--- src/verilog/twm_pkg.sv ---
/*
  Constants, mode table and helpers for the 16-bit timer waveform-mode control.
  Assumes one system clock; CPU accesses arrive as one-cycle byte strobes.
*/
// What this block does
// - Counter write blocks matches next timer cycle
// - Written value equal compare gives no match
// - Written TOP in variable-TOP mode: count on
// - Output state kept across mode changes
// - Output action bits act immediately
// - Mode 0: TOP FFFF, immediate, flag at MAX
// - Modes 1-3 phase correct fixed TOP
// - Modes 4, 12 clear on match
// - Modes 5-7 fast PWM fixed TOP
// - Modes 8, 9 phase-frequency correct
// - Modes 10, 11 phase correct variable TOP
// - Modes 14, 15 fast PWM variable TOP
// - Filter needs four equal samples
// - Edge select: one rising, zero falling
// - Force strobe drives output in non-PWM modes, no flag
// - High byte held, low write commits both
// - Filter runs on system clock
package twm_pkg;

  localparam logic [15:0] TOP_MAX = 16'hFFFF;
  localparam logic [15:0] TOP_8BIT = 16'h00FF;
  localparam logic [15:0] TOP_9BIT = 16'h01FF;
  localparam logic [15:0] TOP_10BIT = 16'h03FF;
  localparam logic [15:0] BOTTOM = 16'h0000;
  localparam logic [7:0] CTRLB_RESET = 8'h00;
  localparam int CTRLB_FILTER_BIT = 7;
  localparam int CTRLB_EDGE_BIT = 6;
  localparam int CTRLB_MODE3_BIT = 4;
  localparam int CTRLB_MODE2_BIT = 3;
  localparam int CTRLB_CLKSEL_MSB = 2;
  localparam logic [1:0] MODE_LOW_RESET = 2'h0;
  localparam int FILTER_SAMPLES = 4;

  // Output actions
  localparam logic [1:0] ACT_NONE = 2'h0;
  localparam logic [1:0] ACT_TOGGLE = 2'h1;
  localparam logic [1:0] ACT_CLEAR = 2'h2;
  localparam logic [1:0] ACT_SET = 2'h3;

  typedef enum logic [2:0] {
    TWM_TOP_FIXED = 3'h1,
    TWM_TOP_COMPARE = 3'h2,
    TWM_TOP_CAPTURE = 3'h4
  } twm_topsrc_type;

  typedef enum logic [2:0] {
    TWM_UPD_IMMEDIATE = 3'h1,
    TWM_UPD_TOP = 3'h2,
    TWM_UPD_BOTTOM = 3'h4
  } twm_update_type;

  typedef enum logic [2:0] {
    TWM_OVF_MAX = 3'h1,
    TWM_OVF_TOP = 3'h2,
    TWM_OVF_BOTTOM = 3'h4
  } twm_ovf_type;

  // Fixed TOP for modes with constant resolution
  function automatic logic [15:0] twm_fixed_top(input logic [3:0] mode);
    unique case (mode[1:0])
      2'h1: twm_fixed_top = TOP_8BIT;
      2'h2: twm_fixed_top = TOP_9BIT;
      2'h3: twm_fixed_top = TOP_10BIT;
      default: twm_fixed_top = TOP_MAX;
    endcase
  endfunction

  // Dual-slope counting
  function automatic logic twm_dual_slope(input logic [3:0] mode);
    twm_dual_slope = (mode inside {4'd1, 4'd2, 4'd3, 4'd8, 4'd9, 4'd10, 4'd11});
  endfunction

  // PWM modes (force strobe ignored)
  function automatic logic twm_is_pwm(input logic [3:0] mode);
    twm_is_pwm = !(mode inside {4'd0, 4'd4, 4'd12, 4'd13});
  endfunction

endpackage

--- src/verilog/twm_capture_filter.sv ---
/*
  Capture input filter and edge detector.
  Assumes the capture pin is already synchronous to ref_clk.
*/
module twm_capture_filter
  import twm_pkg::*;
(
  input wire logic ref_clk,
  input wire logic reset,
  input wire logic capturePin,
  input wire logic filterEnable,
  input wire logic edgeRising,
  output logic captureEvent
);
  import twm_pkg::*;

  logic [FILTER_SAMPLES-1:0] hist_q, hist_d;
  logic filt_q, filt_d;
  logic prev_q, prev_d;
  logic src;

  ////////////////////////////////////////////////////////////////////
  always_comb
  begin
    hist_d = {hist_q[FILTER_SAMPLES-2:0], capturePin};
    filt_d = filt_q;
    if (&hist_q)
    begin
      filt_d = 1'b1;
    end
    else if (~|hist_q)
    begin
      filt_d = 1'b0;
    end
    src = filterEnable ? filt_q : capturePin;
    prev_d = src;
    captureEvent = (src != prev_q) && (src == edgeRising);
  end

  always_ff @(posedge ref_clk)
  begin
    if (reset)
    begin
      hist_q <= '0;
      filt_q <= 1'b0;
      prev_q <= 1'b0;
    end
    else
    begin
      hist_q <= hist_d;
      filt_q <= filt_d;
      prev_q <= prev_d;
    end
  end
endmodule

--- src/verilog/twm_compare_out.sv ---
/*
  One compare channel: buffered compare value and output state.
  Assumes strobes are one-cycle pulses on ref_clk.
*/
module twm_compare_out
  import twm_pkg::*;
(
  input wire logic ref_clk,
  input wire logic reset,
  input wire logic writeStrobe,
  input wire logic [15:0] writeData,
  input wire logic updateNow,
  input wire logic immediate,
  input wire logic matchFire,
  input wire logic forceStrobe,
  input wire logic [1:0] action,
  output logic [15:0] compareValue,
  output logic outState
);
  import twm_pkg::*;

  logic [15:0] buf_q, buf_d, cmp_q, cmp_d;
  logic out_q, out_d;

  ////////////////////////////////////////////////////////////////////
  always_comb
  begin
    buf_d = writeStrobe ? writeData : buf_q;
    cmp_d = cmp_q;
    if (writeStrobe && immediate)
    begin
      cmp_d = writeData;
    end
    else if (updateNow && !immediate)
    begin
      cmp_d = buf_q;
    end
    out_d = out_q;
    if (matchFire || forceStrobe)
    begin
      unique case (action)
        ACT_TOGGLE: out_d = ~out_q;
        ACT_CLEAR: out_d = 1'b0;
        ACT_SET: out_d = 1'b1;
        ACT_NONE: out_d = out_q;
      endcase
    end
  end

  always_ff @(posedge ref_clk)
  begin
    if (reset)
    begin
      buf_q <= '0;
      cmp_q <= '0;
      out_q <= 1'b0;
    end
    else
    begin
      buf_q <= buf_d;
      cmp_q <= cmp_d;
      out_q <= out_d;
    end
  end

  assign compareValue = cmp_q;
  assign outState = out_q;
endmodule

--- src/verilog/twm_timer16.sv ---
/*
  16-bit timer waveform-mode control with byte-wide register access.
  Assumes CPU write/read strobes are one-cycle and synchronous to ref_clk.
*/
module twm_timer16
  import twm_pkg::*;
(
  input wire logic ref_clk,
  input wire logic reset,
  input wire logic timerTick,
  input wire logic [7:0] writeData,
  input wire logic countHighWrite,
  input wire logic countLowWrite,
  input wire logic compareAHighWrite,
  input wire logic compareALowWrite,
  input wire logic compareBHighWrite,
  input wire logic compareBLowWrite,
  input wire logic captureHighWrite,
  input wire logic captureLowWrite,
  input wire logic controlAWrite,
  input wire logic controlBWrite,
  input wire logic forceStrobeA,
  input wire logic forceStrobeB,
  input wire logic capture_input_pin,
  output logic [15:0] count_value,
  output logic [15:0] capture_value,
  output logic [7:0] timer1_control_b,
  output logic [7:0] controlA,
  output logic compare_output_a,
  output logic compare_output_b,
  output logic overflowPulse,
  output logic compareMatchPulseA,
  output logic compareMatchPulseB,
  output logic capturePulse
);
  import twm_pkg::*;

  logic [7:0] temp_q, temp_d;
  logic [15:0] cnt_q, cnt_d, cap_q, cap_d;
  logic [7:0] ctlA_q, ctlA_d, ctlB_q, ctlB_d;
  logic down_q, down_d;
  logic block_q, block_d;
  logic ovf_q, ovf_d, mA_q, mA_d, mB_q, mB_d, capP_q, capP_d;
  logic [3:0] mode;
  logic [15:0] top, cmpA, cmpB, wordIn;
  twm_topsrc_type topSrc;
  twm_update_type updSel;
  twm_ovf_type ovfSel;
  logic atTop, atBottom, atMax, dual, cntWrite, matchA, matchB;
  logic updNow, immediate, capEvent, outA, outB;

  ////////////////////////////////////////////////////////////////////
  // Mode decode
  always_comb
  begin
    mode = {ctlB_q[CTRLB_MODE3_BIT], ctlB_q[CTRLB_MODE2_BIT], ctlA_q[1:0]};
    dual = twm_dual_slope(mode);
    topSrc = TWM_TOP_FIXED;
    updSel = TWM_UPD_IMMEDIATE;
    ovfSel = TWM_OVF_MAX;
    unique case (mode)
      4'd0: ;
      4'd1, 4'd2, 4'd3:
      begin
        updSel = TWM_UPD_TOP;
        ovfSel = TWM_OVF_BOTTOM;
      end
      4'd4: topSrc = TWM_TOP_COMPARE;
      4'd12: topSrc = TWM_TOP_CAPTURE;
      4'd5, 4'd6, 4'd7:
      begin
        updSel = TWM_UPD_BOTTOM;
        ovfSel = TWM_OVF_TOP;
      end
      4'd8, 4'd9:
      begin
        topSrc = mode[0] ? TWM_TOP_COMPARE : TWM_TOP_CAPTURE;
        updSel = TWM_UPD_BOTTOM;
        ovfSel = TWM_OVF_BOTTOM;
      end
      4'd10, 4'd11:
      begin
        topSrc = mode[0] ? TWM_TOP_COMPARE : TWM_TOP_CAPTURE;
        updSel = TWM_UPD_TOP;
        ovfSel = TWM_OVF_BOTTOM;
      end
      4'd14, 4'd15:
      begin
        topSrc = mode[0] ? TWM_TOP_COMPARE : TWM_TOP_CAPTURE;
        updSel = TWM_UPD_BOTTOM;
        ovfSel = TWM_OVF_TOP;
      end
      4'd13: ;  // Reserved: behaves as normal
    endcase
    unique case (topSrc)
      TWM_TOP_COMPARE: top = cmpA;
      TWM_TOP_CAPTURE: top = cap_q;
      default: top = (mode == 4'd0 || mode == 4'd13) ? TOP_MAX : twm_fixed_top(mode);
    endcase
  end

  ////////////////////////////////////////////////////////////////////
  // Counter, capture, control registers
  always_comb
  begin
    wordIn = {temp_q, writeData};
    cntWrite = countLowWrite;
    temp_d = temp_q;
    if (countHighWrite || compareAHighWrite || compareBHighWrite || captureHighWrite)
    begin
      temp_d = writeData;
    end
    ctlA_d = controlAWrite ? writeData : ctlA_q;
    ctlB_d = controlBWrite ? writeData : ctlB_q;
    immediate = (updSel == TWM_UPD_IMMEDIATE);
    // Blocked during the tick after a counter write
    block_d = cntWrite ? 1'b1 : (timerTick ? 1'b0 : block_q);
    atTop = timerTick && (cnt_q == top) && !(block_q && topSrc != TWM_TOP_FIXED);
    atMax = timerTick && (cnt_q == TOP_MAX);
    atBottom = timerTick && (cnt_q == BOTTOM) && (!dual || down_q);
    matchA = timerTick && !block_q && !cntWrite && (cnt_q == cmpA);
    matchB = timerTick && !block_q && !cntWrite && (cnt_q == cmpB);
    cnt_d = cnt_q;
    down_d = down_q;
    if (cntWrite)
    begin
      cnt_d = wordIn;
    end
    else if (timerTick)
    begin
      if (dual)
      begin
        if (atTop)
        begin
          down_d = 1'b1;
          cnt_d = cnt_q - 16'h0001;
        end
        else if (down_q && cnt_q == BOTTOM)
        begin
          down_d = 1'b0;
          cnt_d = cnt_q + 16'h0001;
        end
        else
        begin
          cnt_d = down_q ? cnt_q - 16'h0001 : cnt_q + 16'h0001;
        end
      end
      else
      begin
        down_d = 1'b0;
        cnt_d = atTop ? BOTTOM : cnt_q + 16'h0001;
      end
    end
    unique case (updSel)
      TWM_UPD_TOP: updNow = atTop;
      TWM_UPD_BOTTOM: updNow = dual ? atBottom : atTop;
      default: updNow = 1'b0;
    endcase
    unique case (ovfSel)
      TWM_OVF_TOP: ovf_d = atTop;
      TWM_OVF_BOTTOM: ovf_d = atBottom;
      default: ovf_d = atMax;
    endcase
    mA_d = matchA;
    mB_d = matchB;
    capP_d = capEvent && (topSrc != TWM_TOP_CAPTURE);
    cap_d = cap_q;
    if (captureLowWrite)
    begin
      cap_d = wordIn;
    end
    else if (capP_d)
    begin
      cap_d = cnt_q;
    end
  end

  always_ff @(posedge ref_clk)
  begin
    if (reset)
    begin
      temp_q <= '0;
      cnt_q <= '0;
      cap_q <= '0;
      ctlA_q <= '0;
      ctlB_q <= CTRLB_RESET;
      down_q <= 1'b0;
      block_q <= 1'b0;
      ovf_q <= 1'b0;
      mA_q <= 1'b0;
      mB_q <= 1'b0;
      capP_q <= 1'b0;
    end
    else
    begin
      temp_q <= temp_d;
      cnt_q <= cnt_d;
      cap_q <= cap_d;
      ctlA_q <= ctlA_d;
      ctlB_q <= ctlB_d;
      down_q <= down_d;
      block_q <= block_d;
      ovf_q <= ovf_d;
      mA_q <= mA_d;
      mB_q <= mB_d;
      capP_q <= capP_d;
    end
  end

  ////////////////////////////////////////////////////////////////////
  // Channels and capture
  twm_compare_out chanA (
    .ref_clk(ref_clk),
    .reset(reset),
    .writeStrobe(compareALowWrite),
    .writeData(wordIn),
    .updateNow(updNow),
    .immediate(immediate),
    .matchFire(matchA),
    .forceStrobe(forceStrobeA && !twm_is_pwm(mode)),
    .action(ctlA_q[7:6]),
    .compareValue(cmpA),
    .outState(outA)
  );

  twm_compare_out chanB (
    .ref_clk(ref_clk),
    .reset(reset),
    .writeStrobe(compareBLowWrite),
    .writeData(wordIn),
    .updateNow(updNow),
    .immediate(immediate),
    .matchFire(matchB),
    .forceStrobe(forceStrobeB && !twm_is_pwm(mode)),
    .action(ctlA_q[5:4]),
    .compareValue(cmpB),
    .outState(outB)
  );

  twm_capture_filter capFilter (
    .ref_clk(ref_clk),
    .reset(reset),
    .capturePin(capture_input_pin),
    .filterEnable(ctlB_q[CTRLB_FILTER_BIT]),
    .edgeRising(ctlB_q[CTRLB_EDGE_BIT]),
    .captureEvent(capEvent)
  );

  assign count_value = cnt_q;
  assign capture_value = cap_q;
  assign timer1_control_b = ctlB_q;
  assign controlA = ctlA_q;
  assign compare_output_a = outA;
  assign compare_output_b = outB;
  assign overflowPulse = ovf_q;
  assign compareMatchPulseA = mA_q;
  assign compareMatchPulseB = mB_q;
  assign capturePulse = capP_q;
endmodule

--- config.mk ---
export PLATFORM = sky130hd
export DESIGN_NAME = twm_timer16
export DESIGN_NICKNAME = d
export VERILOG_FILES = /design/src/verilog/twm_pkg.sv /design/src/verilog/twm_capture_filter.sv /design/src/verilog/twm_compare_out.sv /design/src/verilog/twm_timer16.sv
export SDC_FILE = /design/constraint.sdc
export NUM_CORES = 1
export LEC_CHECK = 0
export BUFFER_PORTS_ARGS = -buffer_cell sky130_fd_sc_hd__buf_2
export CAP_MARGIN = 20
export CORE_ASPECT_RATIO = 0.5
export CORE_MARGIN = 1
export CORE_UTILIZATION = 46
export DETAILED_ROUTE_END_ITERATION = 8
export GPL_TIMING_DRIVEN = 0
export HOLD_SLACK_MARGIN = 0.05
export PLACE_DENSITY_LB_ADDON = 0.2
export SYNTH_ARGS = -nofsm -noshare
export SYNTH_HDL_FRONTEND = slang
export SYNTH_SLANG_ARGS = --single-unit
--- constraint.sdc ---
create_clock -name ref_clk -period 4.95 [get_ports ref_clk]
set_input_delay 0.2475 -clock ref_clk [delete_from_list [all_inputs] [get_ports ref_clk]]
set_output_delay 0.2475 -clock ref_clk [all_outputs]
set_load 0.01 [all_outputs]
==> reports/qor.txt, run 1 <==
fin crit share = 0.9435
net switching fraction of the power = 0.3206
Die W = 186.2 microns
TritonCTS Buffers = 17
Pre-antenna DRT Iters = 5
critical path cell sequence = inv_1, ha_1, buf_4, or3_4, o22ai_1, o221ai_1, xnor2_1, nand4b_1, nor4_4, nand3_1, o22ai_4, clkbuf_1, nor3b_1, nor3_1
vias per cell = 6.116
CP top delay family = simple AND/OR/NAND/NOR gates
Sink Count = 134
Ports = 78
Starting Density = 0.4736
die area = 17520 sq um
fraction of registers with async set/reset = 0
Clk pin slew, worst setup/hold paths = 60 ps
CP max-delay cell = dfxtp_1
post-CTS setup buffers = 0
first-pass GRT wire length = 40850 microns
area used by multi-input combinational logic = 4597 sq um
hold path endpoint = temp_q[2]
reg-to-reg slack, setup = 280 ps
flops & latches, synth = 134
Fin. Hold Viols = 0
Post-synth top flop = dfxtp_1
skew final = 8.917 ps
Crit path arrival time = 4980 ps
DP HPWL = 19910 microns
vias post-DR = 7792
Final Wtd Congestion = 0.9529
row count = 33
largest net degree at the start of global routing = 17
Core ar. = 16470 sq um
clock power share = 0.405
Yosys cell types = 74
Critical Path RT = 5260 ps
sequential power share = 0.409
Hold Startpoint = captureHighWrite
CP peak stage delay = 610 ps
area post-placement = 8421 sq um
Final setup viols = 0
Mapped Avg Cell Area = 8.230 sq um
number of flops mapped to enable cells by yosys = 0
port buffer count = 64
most frequent cells in the layout = dfxtp_1 (134), nor2_1 (127), buf_2 (70)
clk buf depth = 2
setup slack at placement = 451.3 ps
clock root cell = clkbuf_16
critical path peak fanout = 11
total of max-cap violations = 0
Slew HR = 0.4025
Worst-Skew Late Latency = 430 ps
minimum clock period = 4670 ps
part of the power in combinational logic = 0.186
CP Class = flop to flop
Lkg Pwr = 3.812 nW
total wire length = 27650 microns
Routed Antenna Nets = 0
maximum clock frequency = 0.2141 GHz
Syn Inst Count = 948
worst r2r src = controlA[0]
PnR worst setup slack = 279.9 ps
Max Slew Vio Count = 0
Power Density = 337.9 nW/um^2
worst path bufs/invs = 3
initial antenna violation count = 1
total gr overflow = 0
Finished Core Util = 0.5456
Syn Nets = 983
synth warn = 0
gr usage total = 0.3212
Worst VDD drop = 269.2 uV
Setup TNS Final = 0 ps
Power Internal = 2.063 mW
CP endpoint kind = flop
register area = 2683 sq um
WL/cell = 21.70 microns
Area Overhead vs Synth = 15.20%
register area share after synthesis = 0.3438
Final Cell Area = 8989 sq um
HP Class = input pin to flop
share of cells above drive strength 1 = 0.1434
Psw = 0.9737 mW
most common cell after layout, fill and taps aside = dfxtp_1
Starting DRT DRC Count = 794
crit path from = controlA[0]
H-tree depth = 4
Filler Cell Count = 1571
RSZ-0062 raised after global routing = no
worst reg2reg path depth = 14
crit path launch type = flop
DRC violations left = 0
Die Height = 94.09 microns
Nets = 1068
vias in the first global route = 6823
synthesized area = 7802 sq um
WHS Path Cells = 4
reg2reg end = chanB.compareValue[3]
Worst-Margin Slew = 896.2 ps
CTS tree = yes
outcome = complete, no violations
==> state kept, by name, indices dropped and copies added (netlist names), 4 cells and up <==
name                count
controlA                8
temp_q                  8
chanA.buf_q            16
count_value            16
capFilter.hist_q        4
timer1_control_b        8
chanB.compareValue     16
chanB.buf_q            16
capture_value          16
chanA.compareValue     16
==> synth_stat cells, drive strengths merged, types with 5 or more instances <==
| library cell | n | area, sq um |
|---|---|---|
| ha | 11 | 137.6 |
| and3b | 14 | 122.6 |
| nand2 | 48 | 180.2 |
| o22ai | 5 | 58.81 |
| nor4 | 15 | 108.9 |
| clkbuf | 63 | 236.5 |
| mux2 | 7 | 78.82 |
| nand4 | 5 | 31.28 |
| or3 | 11 | 93.84 |
| inv | 34 | 127.6 |
| xnor2 | 17 | 148.9 |
| xor2 | 27 | 236.5 |
| nor3b | 20 | 150.1 |
| a31oi | 11 | 90.08 |
| a211oi | 10 | 75.07 |
| buf | 24 | 165.2 |
| nor2b | 8 | 50.05 |
| dfxtp | 134 | 2683 |
| and4 | 5 | 43.79 |
| nor2 | 128 | 483.0 |
| o211ai | 5 | 37.54 |
| o32ai | 10 | 87.58 |
| a21oi | 41 | 209.0 |
| and3 | 12 | 75.07 |
| and2 | 5 | 31.28 |
| o21ai | 48 | 244.0 |
| nand3 | 14 | 70.07 |
| nor3 | 74 | 405.4 |
| a221oi | 24 | 235.2 |
| mux2i | 69 | 690.7 |
==> per-stage QoR <==
step | instances | power, mW | hold WS (ps)
after floorplan | 948 | 1.621 | 375.7
after global placement | 1239 | 1.797 | 452.0
after detailed placement | 1240 | 1.808 | 456.6
after CTS | 1272 | 3.020 | 53.86
after global routing | 1273 | 3.147 | 219.0
final | 1274 | 3.037 | 195.1
==> worst reg2reg max path: stages (launching register included) <==
cell	delay, ps
dfxtp_1	610
inv_1	130
ha_1	220
buf_4	160
or3_4	390
o22ai_1	450
o221ai_1	210
xnor2_1	350
nand4b_1	200
nor4_4	460
nand3_1	240
o22ai_4	390
clkbuf_1	320
nor3b_1	330
nor3_1	90
==> routing by layer <==
| layer | vias up | track usage | wire length, microns |
|---|---|---|---|
| li1 | 3566 | - | - |
| met1 | 3719 | 0.4730 | 12750 |
| met2 | 458 | 0.4307 | 10870 |
| met3 | 49 | 0.1078 | 3486 |
| met4 | 0 | 0.09016 | 551 |
| met5 | - | 0 | 0 |
==> cell type report <==
class / count / area share
clock buffer: 19 / 0.04816
tap: 227 / 0.03160
buffer: 87 / 0.04468
multi-input combinational: 693 / 0.5114
antenna: 1 / 0.0002784
clock inverter: 13 / 0.01364
sequential: 134 / 0.2984
inverter: 34 / 0.01420
timing repair buffer: 66 / 0.03758
==> how the worst max path moves through the flow <==
stage / cells past startpoint / end
after global placement: 15 / chanB.compareValue[3]
final: 14 / chanB.compareValue[3]
after CTS: 15 / chanB.compareValue[3]
after global routing: 14 / chanB.compareValue[3]
after floorplan: 14 / chanA.compareValue[0]
after detailed placement: 15 / chanB.compareValue[3]
==> logic make-up after synthesis <==
family / after synthesis / share of synthesized area
flops: 134 / 0.3438
buf+inv: 121 / 0.06783
fa+ha+maj: 11 / 0.01764
mux: 76 / 0.09862
compound gates: 184 / 0.1663
xor+xnor: 44 / 0.04939
simple gates: 378 / 0.2564
==> power groups by stage <==
stage	registers [mW]	clock network (mW)	logic, mW
2_1_floorplan	1.23	0	0.389
3_3_place_gp	1.26	0	0.540
3_5_place_dp	1.26	0	0.549
4_1_cts	1.24	1.23	0.552
5_1_grt	1.25	1.29	0.613
6_report	1.24	1.23	0.564
==> timing repair <==
| item | 4_1_cts | 5_1_grt |
|---|---|---|
| gates resized for setup | 0 | 0 |
| hold buffers | 0 | 1 |
| hold endpoints to repair | 0 | 1 |
Note: power is estimated with default switching activity, not from simulation.
==> inputs of run 2 (changes only) <==
--- a/config.mk
+++ b/config.mk
@@ -5,6 +5,7 @@
 export SDC_FILE = /design/constraint.sdc
 export NUM_CORES = 1
 export LEC_CHECK = 0
+export ABC_AREA = 1
 export BUFFER_PORTS_ARGS = -buffer_cell sky130_fd_sc_hd__buf_2
 export CAP_MARGIN = 20
 export CORE_ASPECT_RATIO = 0.5
==> run 2 against run 1 <==
Net effect: synthesized cell count rose by 22%; die area fell by 1.7%; clock skew rose by 7.9 ps; cell count rose by 16%; register-to-register slack improved by 670 ps; synthesized area fell by 1.7%; power rose by 9.4%; combinational power rose by 45%; utilization rose by 1.5 points; highest routed layer unchanged.
==> reports/qor.txt, run 2 <==
Die Height = 93.29 microns
Synth top area share = 0.3499
outcome = complete, no violations
Yosys cell types = 39
HP Class = input pin to flop
Power Density = 373.9 nW/um^2
grt met3 use = 0.1168
CTS tree = yes
sequential power share = 0.376
CP endpoint kind = flop
DP HPWL = 24300 microns
fin crit share = 0.8071
DP Cell Count = 1447
reg-to-reg slack, setup = 950 ps
flops & latches, synth = 134
row count = 32
# diodes = 0
PnR worst setup slack = 954.6 ps
area post-placement = 8303 sq um
CP max-delay cell = dfxtp_1
post-CTS setup buffers = 0
number of flops mapped to enable cells by yosys = 0
Power Internal = 2.129 mW
Worst VDD drop = 281.0 uV
clk buf depth = 2
met1 usage in global routing = 0.5628
Lkg Pwr = 3.923 nW
initial antenna violation count = 0
Starting Density = 0.4835
CP Class = flop to flop
register area share after synthesis = 0.3499
part of the power in combinational logic = 0.246
total gr overflow = 0
met2 Use GR = 0.5267
CP peak stage delay = 450 ps
crit path launch type = flop
critical path cell sequence = inv_1, ha_1, inv_2, nand2_1, nand2_1, nand2_1, nand2_2, nand3_2, nand3b_1, buf_2, nand2_1, nand2_1, nand3_1, nor2_2, nand4_1, nand2_1, nand2_1, nand2_2, nand2_4, buf_2, a21oi_1, nor2_1
most frequent cell after synthesis = nand2_1
net switching fraction of the power = 0.3589
post-CTS sizing = 0
Hold Startpoint = writeData[4]
Slew HR = 0.3348
Post-synth top flop = dfxtp_1
cell taking the most area after synthesis = dfxtp_1
clock power share = 0.379
reg2reg end = chanB.compareValue[0]
synth warn = 0
CP top delay family = simple AND/OR/NAND/NOR gates
Max Slew Vio Count = 0
worst r2r src = controlA[0]
vias post-DR = 8754
most frequent cells after synthesis = nand2_1 (191), a21oi_1 (156), dfxtp_1 (134), o21ai_0 (121), nor2_1 (99)
Syn Inst Count = 1154
Starting DRT DRC Count = 1204
Final Wtd Congestion = 1.062
worst reg2reg path depth = 22
vias per cell = 5.911
Mapped Avg Cell Area = 6.643 sq um
critical path peak fanout = 10
RSZ-0062 raised after global routing = no
TritonCTS Buffers = 17
Routed Antenna Nets = 0
most common cell after layout, fill and taps aside = nand2_1
Nets = 1282
Area Overhead vs Synth = 15.86%
CTS Hold Bufs = 1
minimum clock period = 3995 ps
total of max-cap violations = 0
total wire length = 32480 microns
Hold Slack = 153.5 ps
Worst-Margin Slew = 997.7 ps
Die W = 184.6 microns
Final setup viols = 0
Sink Count = 134
Pre-antenna DRT Iters = 6
share of cells above drive strength 1 = 0.1119
most frequent cells in the layout = nand2_1 (191), a21oi_1 (156), dfxtp_1 (134)
busiest layer in global routing = met1
CP dominant cell by count = nand2_1
synthesized area = 7666 sq um
Filler Cell Count = 1594
H-tree depth = 4
Clk pin slew, worst setup/hold paths = 70 ps
gr usage total = 0.3870
DRC violations left = 0
Ports = 78
Core ar. = 15860 sq um
die area = 17220 sq um
Finished Core Util = 0.5602
vias in the first global route = 7788
worst path bufs/invs = 4
Fin. Hold Viols = 0
Critical Path RT = 5290 ps
clock root cell = clkbuf_16
maximum clock frequency = 0.2503 GHz
first-pass GRT wire length = 47810 microns
port buffer count = 72
Psw = 1.192 mW
setup slack at placement = 1124 ps
Worst-Skew Late Latency = 450 ps
Syn Nets = 1189
Overall Power = 3.321 mW
fraction of registers with async set/reset = 0
skew final = 16.80 ps
largest net degree at the start of global routing = 17
Crit path arrival time = 4340 ps
synth top area cells = dfxtp_1 (35%), a21oi_1 (10%), nand2_1 (9.4%), o21ai_0 (7.9%), nand3_1 (5.8%)
Final Non-Filler Cells = 1481
hold path endpoint = capture_value[4]
WL/cell = 21.93 microns
WHS Path Cells = 3
Setup TNS Final = 0 ps
Final Cell Area = 8882 sq um
## run 2: cell count changes after synthesis, sizes merged, moves of 12 or more
cell    delta
nor3b     -20
a21oi    +115
nand2    +149
o21ai     +74
and3b     -14
nor3      -64
and3      -12
a221oi    -22
nand4     +48
mux2i     -69
nor2      -25
nand3     +79
inv       +66
xnor2     -13
## run 2: per-layer routing
layer | vias to the layer above | wire length [microns]
met4 | 0 | 1002
li1 | 4081 | -
met5 | - | 0
met3 | 72 | 4008
met1 | 4085 | 15050
met2 | 516 | 12420
## run 2: kinds of logic after synthesis
| kind of cell | share of synthesized area |
|---|---|
| xor+xnor | 0.04684 |
| flops | 0.3499 |
| buf+inv | 0.09956 |
| simple gates | 0.2742 |
| compound gates | 0.2115 |
| fa+ha+maj | 0.01795 |
## run 2: final cells by class
type	count	area, sq um	share of cell area
multi-input combinational	830	4220	0.4751
clock inverter	12	117.6	0.01324
clock buffer	20	446.7	0.05029
buffer	84	365.4	0.04113
sequential	134	2683	0.3020
timing repair buffer	74	375.4	0.04226
tap	221	276.5	0.03113
inverter	106	397.9	0.04480
## run 2: worst reg2reg max path: cells and delay by family (launching register included)
kind / cells / cell delay, ps
adder cells (fa/ha/maj): 1 / 290
flip-flops: 1 / 450
buffers and inverters: 4 / 700
AND/OR/NAND/NOR: 16 / 2230
AO/OA/AOI/OAI: 1 / 220
## run 2: worst max path at each step
stage | endpoint | slack [ps] | startpoint | cells after the start
after global routing | chanB.compareValue[0] | 660 | controlA[0] | 24
final | chanB.compareValue[0] | 950 | controlA[0] | 22
after detailed placement | chanB.compareValue[0] | 1120 | controlA[0] | 24
after global placement | chanB.compareValue[0] | 1130 | controlA[0] | 24
after CTS | chanB.compareValue[0] | 1100 | controlA[0] | 24
after floorplan | chanA.compareValue[2] | 1990 | controlA[0] | 24
## run 2: power by group through the flow
stage,logic (mW),clock network [mW],registers [mW]
final,0.816,1.26,1.25
after CTS,0.787,1.25,1.24
after detailed placement,0.781,0,1.27
after global routing,0.890,1.30,1.25
after global placement,0.776,0,1.26
after floorplan,0.516,0,1.25
